`src/include/scrg_regs.svh`:
```
`ifndef SCRG_REGS_SVH
`define SCRG_REGS_SVH
// What this block does
// bus address in bits 7:1, rewritable
// host writes zero to address bit 0
// writing one to soft reset bit resets
// soft reset keeps the bus address
// pin 0 function: output bit, detect 0
// pin 1 function: por, bit1, detect1, lock
// pull field: off, down, up, reserved
// bit 1 enables pin input buffer
// bit 0 enables pin output driver
// host tristates inputs, disables output buffers
// device answers only while chip selected

// ==========================================
// register offsets
`define SCRG_OFS_BUS_ADDRESS 8'h00
`define SCRG_OFS_SOFT_RESET 8'h01
`define SCRG_OFS_PIN0_CONFIG 8'h02
`define SCRG_OFS_PIN1_CONFIG 8'h03

// ==========================================
// field positions
`define SCRG_ADDR_MSB 7
`define SCRG_ADDR_LSB 1
`define SCRG_SOFT_RESET_BIT 0
`define SCRG_CFG_MODE_MSB 7
`define SCRG_CFG_MODE_LSB 4
`define SCRG_CFG_PULL_MSB 3
`define SCRG_CFG_PULL_LSB 2
`define SCRG_CFG_IBUF_BIT 1
`define SCRG_CFG_OE_BIT 0

// ==========================================
// field codes and reset values
`define SCRG_PIN_CFG_RESET 8'h05
`define SCRG_PULL_NONE 2'h0
`define SCRG_PULL_DOWN 2'h1
`define SCRG_PULL_UP 2'h2
`define SCRG_MODE_0 4'h0
`define SCRG_MODE_1 4'h1
`define SCRG_MODE_2 4'h2
`define SCRG_MODE_3 4'h3
`define SCRG_READ_UNMAPPED 8'h00
`define SCRG_LAST_BIT 3'h7
`endif

```
`src/include/scrg_pkg.sv`:
```
package scrg_pkg;
   // serial target engine states
   typedef enum logic [2:0] {
      SCRG_IDLE = 3'b000,
      SCRG_ADDR = 3'b001,
      SCRG_PTR = 3'b010,
      SCRG_WDATA = 3'b011,
      SCRG_RDATA = 3'b100
   } scrg_state_e;
endpackage

```
`src/scrg_top.sv`:
```
`timescale 1ns/10ps
`include "scrg_regs.svh"
module scrg_top #(
   // power-up bus address; value is arbitrary
   parameter logic [6:0] BUS_ADDRESS_RESET = 7'h2A
) (
   input wire logic clock,
   input wire logic reset,
   input wire logic bus_chip_select,
   input wire logic scl_in,
   input wire logic sda_in,
   output logic sda_out,
   output logic sda_oe_n,
   input wire logic [1:0] general_output_bits,
   input wire logic signal_detect_0,
   input wire logic signal_detect_1,
   input wire logic cdr_lock,
   input wire logic power_on_status,
   output logic [1:0] pin_out,
   output logic [1:0] pin_oe_n,
   output logic [1:0] pin_pull_up,
   output logic [1:0] pin_pull_down,
   output logic [1:0] pin_input_buffer_enable,
   output logic soft_reset_pulse
);

   // ==========================================
   // bus line edges
   logic scl_q;
   logic sda_q;
   logic scl_rise;
   logic scl_fall;
   logic bus_start;
   logic bus_stop;

   // inputs are already synchronous, one stage gives the previous level
   always_ff @(posedge clock) begin
      if (reset) begin
         scl_q <= 1'b1;
         sda_q <= 1'b1;
      end else begin
         scl_q <= scl_in;
         sda_q <= sda_in;
      end
   end

   assign scl_rise = scl_in & ~scl_q;
   assign scl_fall = ~scl_in & scl_q;
   assign bus_start = scl_in & scl_q & sda_q & ~sda_in;
   assign bus_stop = scl_in & scl_q & ~sda_q & sda_in;

   // ==========================================
   // register storage
   logic [6:0] bus_address_field_q;
   logic soft_reset_bit_q;
   logic [7:0] pin_config_q [2];
   logic [7:0] ptr_q;
   logic [7:0] shift_q;
   logic wr_fire;

   // read decode; reserved bits and unmapped offsets read as zero
   function automatic logic [7:0] reg_read(input logic [7:0] a);
      logic [7:0] r;
      r = `SCRG_READ_UNMAPPED;
      case (a)
         `SCRG_OFS_BUS_ADDRESS: r = {bus_address_field_q, 1'b0};
         `SCRG_OFS_SOFT_RESET: r = {7'h00, soft_reset_bit_q};
         `SCRG_OFS_PIN0_CONFIG: r = pin_config_q[0];
         `SCRG_OFS_PIN1_CONFIG: r = pin_config_q[1];
         default: r = `SCRG_READ_UNMAPPED;
      endcase
      return r;
   endfunction

   // address survives soft reset, only the hard reset restores it
   always_ff @(posedge clock) begin
      if (reset) begin
         bus_address_field_q <= BUS_ADDRESS_RESET;
      end else if (wr_fire && ptr_q == `SCRG_OFS_BUS_ADDRESS) begin
         bus_address_field_q <= shift_q[`SCRG_ADDR_MSB:`SCRG_ADDR_LSB];
      end
   end

   // soft reset bit self-clears one cycle later, as the reset it causes restores it
   always_ff @(posedge clock) begin
      if (reset || soft_reset_bit_q) begin
         soft_reset_bit_q <= 1'b0;
      end else if (wr_fire && ptr_q == `SCRG_OFS_SOFT_RESET) begin
         soft_reset_bit_q <= shift_q[`SCRG_SOFT_RESET_BIT];
      end
   end

   always_ff @(posedge clock) begin
      if (reset) begin
         soft_reset_pulse <= 1'b0;
      end else begin
         soft_reset_pulse <= soft_reset_bit_q;
      end
   end

   // pin configuration, restored by either reset
   generate
      for (genvar i = 0; i < 2; i++) begin : g_cfg
         always_ff @(posedge clock) begin
            if (reset || soft_reset_bit_q) begin
               pin_config_q[i] <= `SCRG_PIN_CFG_RESET;
            end else if (wr_fire && ptr_q == (`SCRG_OFS_PIN0_CONFIG + 8'(i))) begin
               pin_config_q[i] <= shift_q;
            end
         end
      end
   endgenerate

   // ==========================================
   // serial target engine
   scrg_pkg::scrg_state_e state_q;
   logic [3:0] bit_cnt_q;
   logic [7:0] tx_q;
   logic rw_q;
   logic match_q;
   logic master_ack_q;
   logic bit_seen_q;
   logic [7:0] rd_byte;

   // read data for the current pointer, taken whole so no select lands on a call
   assign rd_byte = reg_read(ptr_q);

   assign wr_fire = scl_fall && bit_seen_q && bit_cnt_q == {1'b0, `SCRG_LAST_BIT}
                    && state_q == scrg_pkg::SCRG_WDATA;

   // bits are taken on the rising scl edge, and the line is changed on the falling scl edge
   always_ff @(posedge clock) begin
      if (reset) begin
         state_q <= scrg_pkg::SCRG_IDLE;
         bit_cnt_q <= 4'h0;
         shift_q <= 8'h00;
         tx_q <= 8'h00;
         ptr_q <= 8'h00;
         rw_q <= 1'b0;
         match_q <= 1'b0;
         master_ack_q <= 1'b0;
         bit_seen_q <= 1'b0;
         sda_oe_n <= 1'b1;
      end else if (!bus_chip_select || bus_stop) begin
         state_q <= scrg_pkg::SCRG_IDLE;
         bit_cnt_q <= 4'h0;
         bit_seen_q <= 1'b0;
         sda_oe_n <= 1'b1;
      end else if (bus_start) begin
         state_q <= scrg_pkg::SCRG_ADDR;
         bit_cnt_q <= 4'h0;
         bit_seen_q <= 1'b0;
         sda_oe_n <= 1'b1;
      end else if (scl_rise) begin
         bit_seen_q <= 1'b1;
         if (bit_cnt_q[3]) begin
            master_ack_q <= ~sda_in;
         end else begin
            shift_q <= {shift_q[6:0], sda_in};
         end
      end else if (scl_fall && bit_seen_q && state_q != scrg_pkg::SCRG_IDLE) begin
         // the scl fall that closes a start condition carries no bit, so it is not counted
         if (bit_cnt_q[3]) begin
            // acknowledge slot over: release and move on
            bit_cnt_q <= 4'h0;
            sda_oe_n <= 1'b1;
            case (state_q)
               scrg_pkg::SCRG_ADDR: begin
                  if (!match_q) begin
                     state_q <= scrg_pkg::SCRG_IDLE;
                  end else if (rw_q) begin
                     state_q <= scrg_pkg::SCRG_RDATA;
                     tx_q <= {rd_byte[6:0], 1'b0};
                     sda_oe_n <= rd_byte[7];
                  end else begin
                     state_q <= scrg_pkg::SCRG_PTR;
                  end
               end
               scrg_pkg::SCRG_PTR: begin
                  state_q <= scrg_pkg::SCRG_WDATA;
               end
               scrg_pkg::SCRG_RDATA: begin
                  if (master_ack_q) begin
                     tx_q <= {rd_byte[6:0], 1'b0};
                     sda_oe_n <= rd_byte[7];
                  end else begin
                     state_q <= scrg_pkg::SCRG_IDLE;
                  end
               end
               default: begin
                  state_q <= state_q;
               end
            endcase
         end else if (bit_cnt_q == {1'b0, `SCRG_LAST_BIT}) begin
            // eighth bit done: decide the acknowledge
            bit_cnt_q <= 4'h8;
            case (state_q)
               scrg_pkg::SCRG_ADDR: begin
                  match_q <= shift_q[7:1] == bus_address_field_q;
                  rw_q <= shift_q[0];
                  sda_oe_n <= shift_q[7:1] != bus_address_field_q;
               end
               scrg_pkg::SCRG_PTR: begin
                  ptr_q <= shift_q;
                  sda_oe_n <= 1'b0;
               end
               scrg_pkg::SCRG_WDATA: begin
                  ptr_q <= ptr_q + 8'h01;
                  sda_oe_n <= 1'b0;
               end
               scrg_pkg::SCRG_RDATA: begin
                  ptr_q <= ptr_q + 8'h01;
                  sda_oe_n <= 1'b1;
               end
               default: begin
                  sda_oe_n <= 1'b1;
               end
            endcase
         end else begin
            bit_cnt_q <= bit_cnt_q + 4'h1;
            if (state_q == scrg_pkg::SCRG_RDATA) begin
               sda_oe_n <= tx_q[7];
               tx_q <= {tx_q[6:0], 1'b0};
            end
         end
      end
   end

   // open-drain data line only ever pulls low
   always_ff @(posedge clock) begin
      sda_out <= 1'b0;
   end

   // ==========================================
   // pin function and pad controls
   logic [1:0] pin_src;

   // reserved codes drive low so nothing stray reaches the pin
   always_comb begin
      pin_src = 2'b00;
      case (pin_config_q[0][`SCRG_CFG_MODE_MSB:`SCRG_CFG_MODE_LSB])
         `SCRG_MODE_0: pin_src[0] = general_output_bits[0];
         `SCRG_MODE_1: pin_src[0] = signal_detect_0;
         default: pin_src[0] = 1'b0;
      endcase
      case (pin_config_q[1][`SCRG_CFG_MODE_MSB:`SCRG_CFG_MODE_LSB])
         `SCRG_MODE_0: pin_src[1] = power_on_status;
         `SCRG_MODE_1: pin_src[1] = general_output_bits[1];
         `SCRG_MODE_2: pin_src[1] = signal_detect_1;
         `SCRG_MODE_3: pin_src[1] = cdr_lock;
         default: pin_src[1] = 1'b0;
      endcase
   end

   // the device does not police contention; the host must pick input or output use
   generate
      for (genvar i = 0; i < 2; i++) begin : g_pad
         always_ff @(posedge clock) begin
            if (reset) begin
               pin_out[i] <= 1'b0;
               pin_oe_n[i] <= 1'b0;
               pin_pull_up[i] <= 1'b0;
               pin_pull_down[i] <= 1'b1;
               pin_input_buffer_enable[i] <= 1'b0;
            end else begin
               pin_out[i] <= pin_src[i];
               pin_oe_n[i] <= ~pin_config_q[i][`SCRG_CFG_OE_BIT];
               pin_pull_up[i] <= pin_config_q[i][`SCRG_CFG_PULL_MSB:`SCRG_CFG_PULL_LSB] == `SCRG_PULL_UP;
               pin_pull_down[i] <= pin_config_q[i][`SCRG_CFG_PULL_MSB:`SCRG_CFG_PULL_LSB] == `SCRG_PULL_DOWN;
               pin_input_buffer_enable[i] <= pin_config_q[i][`SCRG_CFG_IBUF_BIT];
            end
         end
      end
   endgenerate

endmodule

```
`config.mk`:
```
export PLATFORM = sky130hd
export DESIGN_NAME = scrg_top
export DESIGN_NICKNAME = d
export VERILOG_FILES = /design/src/include/scrg_pkg.sv /design/src/scrg_top.sv
export VERILOG_INCLUDE_DIRS = /design/src /design/src/include
export SDC_FILE = /design/constraint.sdc
export NUM_CORES = 1
export LEC_CHECK = 0
export BUFFER_PORTS_ARGS = -buffer_cell sky130_fd_sc_hd__buf_2
export CELL_PAD_IN_SITES_DETAIL_PLACEMENT = 0
export CELL_PAD_IN_SITES_GLOBAL_PLACEMENT = 1
export CORE_MARGIN = 2
export CORE_UTILIZATION = 50
export DETAILED_ROUTE_END_ITERATION = 7
export PLACE_DENSITY_LB_ADDON = 0.15
export SLEW_MARGIN = 20
export SYNTH_ARGS = -nofsm -noshare
export SYNTH_HDL_FRONTEND = slang
export SYNTH_SLANG_ARGS = --single-unit
```
`constraint.sdc`:
```
create_clock -name clock -period 4.1 [get_ports clock]
set_clock_uncertainty 0.15 [all_clocks]
set_input_delay 0.82 -clock clock [delete_from_list [all_inputs] [get_ports clock]]
set_output_delay 0.82 -clock clock [all_outputs]
set_load 0.005 [all_outputs]
```
==> out/metrics.yaml <==
total_switching_power_mw: 0.330
finalCoreUtilization_pct: 57.2
postSynthNetCount: 368
cts_inserted_buffers: 9
netlist_instances: 352
unrepaired_setup_endpoints_after_global_routing: "false"
first_iter_violations: 197
part_of_the_yosys_area_used_for_sequential_elements_pct: 47.3
synthArstFlopShare_pct: 0
layout_min_cycle_time_ps: 2620
clock_sinks: 72
internal_pwr_total_mw: 0.978
placement_rows: 29
worst_ir_drop_vdd_v: 0.000267
synth_enable_flop_cells: 16
io-pin-count: 24
dp_slack_ps: 1290
route.final.wire_length_um: 7770
post_synth_num_cell_types: 61
setup_violations: 0
globalRouteOverflowTotal: 0
synthesis.area_per_instance_um2: 9.61
clock-root-buffer: "sky130_fd_sc_hd__clkbuf_8"
worst_hold_path_type: "flip-flop to flip-flop"
cellLeakagePower_nw: 1.35
avgViaCountPerCell: 5.87
htree_levels: 3
clk_pin_slew_ps: 80
dieWidth_um: 86.3
power.share.combinational_pct: 3.3
power.total_mw: 1.31
post-dp-hpwl_um: 5340
synth-seq-cells: 72
synth.top_cell.area_share_pct: 33.1
clkLatencyLatePin_ps: 360
start_util_pct: 52.4
end_kind: "flip-flop"
yosys_most_used_dff: "sky130_fd_sc_hd__dfxtp_1"
p_sw_share_pct: 25.2
power.density_cell_area_nw_per_um2: 354
first_global_vias: 2453
die_area_um2: 7440
post_cts.resized_instances: 0
die_y_um: 86.3
cts_tree: "done"
grt_start_max_net_pins: 50
setup.worst_path.start_class: "flip-flop"
yosys-top-cells-area: "sky130_fd_sc_hd__dfxtp_1 33%, sky130_fd_sc_hd__edfxtp_1 14%, sky130_fd_sc_hd__nor2_1 5.7%, sky130_fd_sc_hd__mux2i_1 4.7%, sky130_fd_sc_hd__a21oi_1 3.4%"
worst_slew_margin_rel_pct: 33.2
final.setup.worst_slack_ps: 1480
proportion_of_power_drawn_by_flip_flops_and_latches_pct: 57.1
finish.net_count: 384
power.clock.fraction_pct: 39.6
hold_violations: 0
synthesis.yosys.warnings: 0
timing.final.crit_share_pct: 64.0
cts-root-to-sink-buffers: 2
detail_route_antenna_nets: 0
report.final.slew_viol_count: 0
placed_area_um2: 3510
worst-r2r-setup-slack_ps: 1480
design_area_um2: 3690
holdWs_ps: 304
max_frequency_mhz: 381
antenna_found_initial: 0
final_cell_count_no_fill: 450
path_class: "flip-flop to flip-flop"
run_status: "completed"
layout-drive-gt1-share_pct: 15.8
netlist_area_um2: 3380
dp.cells: 434
grt_first_pass_wirelength_um: 12900
track_usage_pct: 22.7
cts.hold.buffers_added: 0
antennaDiodeCount: 0
num_vias: 2642
critical_path_peak_fanout: 12
cp_data_arrival_time_ps: 2720
area_delta_synth_final_pct: 9.13
coreArea_um2: 6460
port_buffers: 22
first_drt_pass_iteration_count: 4
remaining_drc_errors: 0
worst_slew_pin_slew_ps: 1000
routabilityCongestion: 0.873
routed_wire_length_per_instance_um: 17.3
max_cap_violations: 0
tns_ps: 0
timing.critical_path.required_ps: 4200
synth_largest_area_cell: "sky130_fd_sc_hd__dfxtp_1"
cts_setup_buffers: 0
## cell families (layout without fill, tap and decap cells)
kind of cell             count (synthesis)  after routing  share of synthesized area, %
flip-flops                              72             72                          47.3
XOR/XNOR                                 8              8                          2.07
AND/OR/NAND/NOR                        147            147                          23.3
other                                    1              1                         0.111
adder cells (fa/ha/maj)                  5              5                          1.85
AO/OA/AOI/OAI                           76             76                          16.4
multiplexers                            17             17                          5.40
buffers and inverters                   26             47                          3.51
## power by group through the flow
stage               clock (mW)  sequential, mW  combinational, mW
floorplan                    0           0.760             0.0278
global placement             0           0.763             0.0422
detailed placement           0           0.764             0.0429
CTS                      0.530           0.747             0.0431
global route             0.560           0.749             0.0478
finish                   0.518           0.748             0.0426
## metal layers
layer	routed length, um	up-vias	GRT usage [%]	share of wire, %
li1	-	1312	-	-
met1	3780	1260	31.8	49
met2	3510	58	34.0	45
met3	363	12	6.48	4.7
met4	119	0	7.24	1.5
met5	0	-	0	0
## final timing paths
| path | startpoint | end | depth (start not counted) |
|---|---|---|---|
| worst min register to register | pin_config_q[0][0] | pin_oe_n[0] | 1 |
| worst max register to register | ptr_q[0] | sda_oe_n | 7 |
| worst max-delay path | ptr_q[0] | sda_oe_n | 7 |
| worst min-delay path | pin_config_q[0][0] | pin_oe_n[0] | 1 |
## state kept, by name, summed over array words and instances, names as in the netlist
register and cells:
bit_cnt_q 4, pin_pull_down 2, pin_input_buffer_enable 2, soft_reset_bit_q 1
match_q 1, shift_q 8, scl_q 1, bus_address_field_q 7
rw_q 1, bit_seen_q 1, tx_q 7, pin_out 2
pin_config_q 16, pin_pull_up 2, sda_oe_n 1, pin_oe_n 2
soft_reset_pulse 1, state_q 3, sda_q 1, master_ack_q 1
ptr_q 8
## placed cells by master, fill, tap and decap left out, drive strengths merged, types with 3 or more instances in the layout
cell / n
dfxtp: 56
nor2: 51
a21oi: 23
buf: 23
nand2: 19
and2: 18
mux2i: 16
edfxtp: 16
o21ai: 11
inv: 10
clkbuf: 9
a211oi: 9
a222oi: 8
nor3: 8
nor2b: 7
a21o: 7
nand2b: 6
and3: 6
xnor2: 5
ha: 5
nand3: 4
nand4: 4
or2: 3
nor4: 3
a211o: 3
xor2: 3
or4: 3
nor3b: 3
clkinv: 3
## critical path: stages (launching register included)
cell and delay, ps:
sky130_fd_sc_hd__dfxtp_1 450, sky130_fd_sc_hd__inv_1 100, sky130_fd_sc_hd__ha_1 370, sky130_fd_sc_hd__a222oi_1 420, sky130_fd_sc_hd__nor3_1 90, sky130_fd_sc_hd__o31a_1 300
sky130_fd_sc_hd__or3_1 350, sky130_fd_sc_hd__o32a_1 290
## cell type report
cell class | count | area, um2
tap | 77 | 96.3
timing repair buffer | 23 | 118
multi-input combinational | 254 | 1670
clock inverter | 7 | 55.1
clock buffer | 9 | 124
fill | 588 | 2770
sequential | 72 | 1600
inverter | 8 | 30.0
## cells in the mapped netlist, types with 4 or more instances
master,n
sky130_fd_sc_hd__edfxtp_1,16
sky130_fd_sc_hd__a211oi_2,6
sky130_fd_sc_hd__nand2_1,19
sky130_fd_sc_hd__nand3_1,4
sky130_fd_sc_hd__nor2b_1,7
sky130_fd_sc_hd__nor2_1,51
sky130_fd_sc_hd__nor3_1,8
sky130_fd_sc_hd__ha_1,5
sky130_fd_sc_hd__a222oi_1,8
sky130_fd_sc_hd__clkbuf_1,11
sky130_fd_sc_hd__xnor2_1,5
sky130_fd_sc_hd__a21o_1,7
sky130_fd_sc_hd__nand2b_1,6
sky130_fd_sc_hd__dfxtp_1,56
sky130_fd_sc_hd__mux2i_1,16
sky130_fd_sc_hd__inv_1,7
sky130_fd_sc_hd__and2_1,18
sky130_fd_sc_hd__o21ai_0,9
sky130_fd_sc_hd__and3_1,4
sky130_fd_sc_hd__a21oi_1,23
No activity file was read; power rests on OpenSTA's default activity.
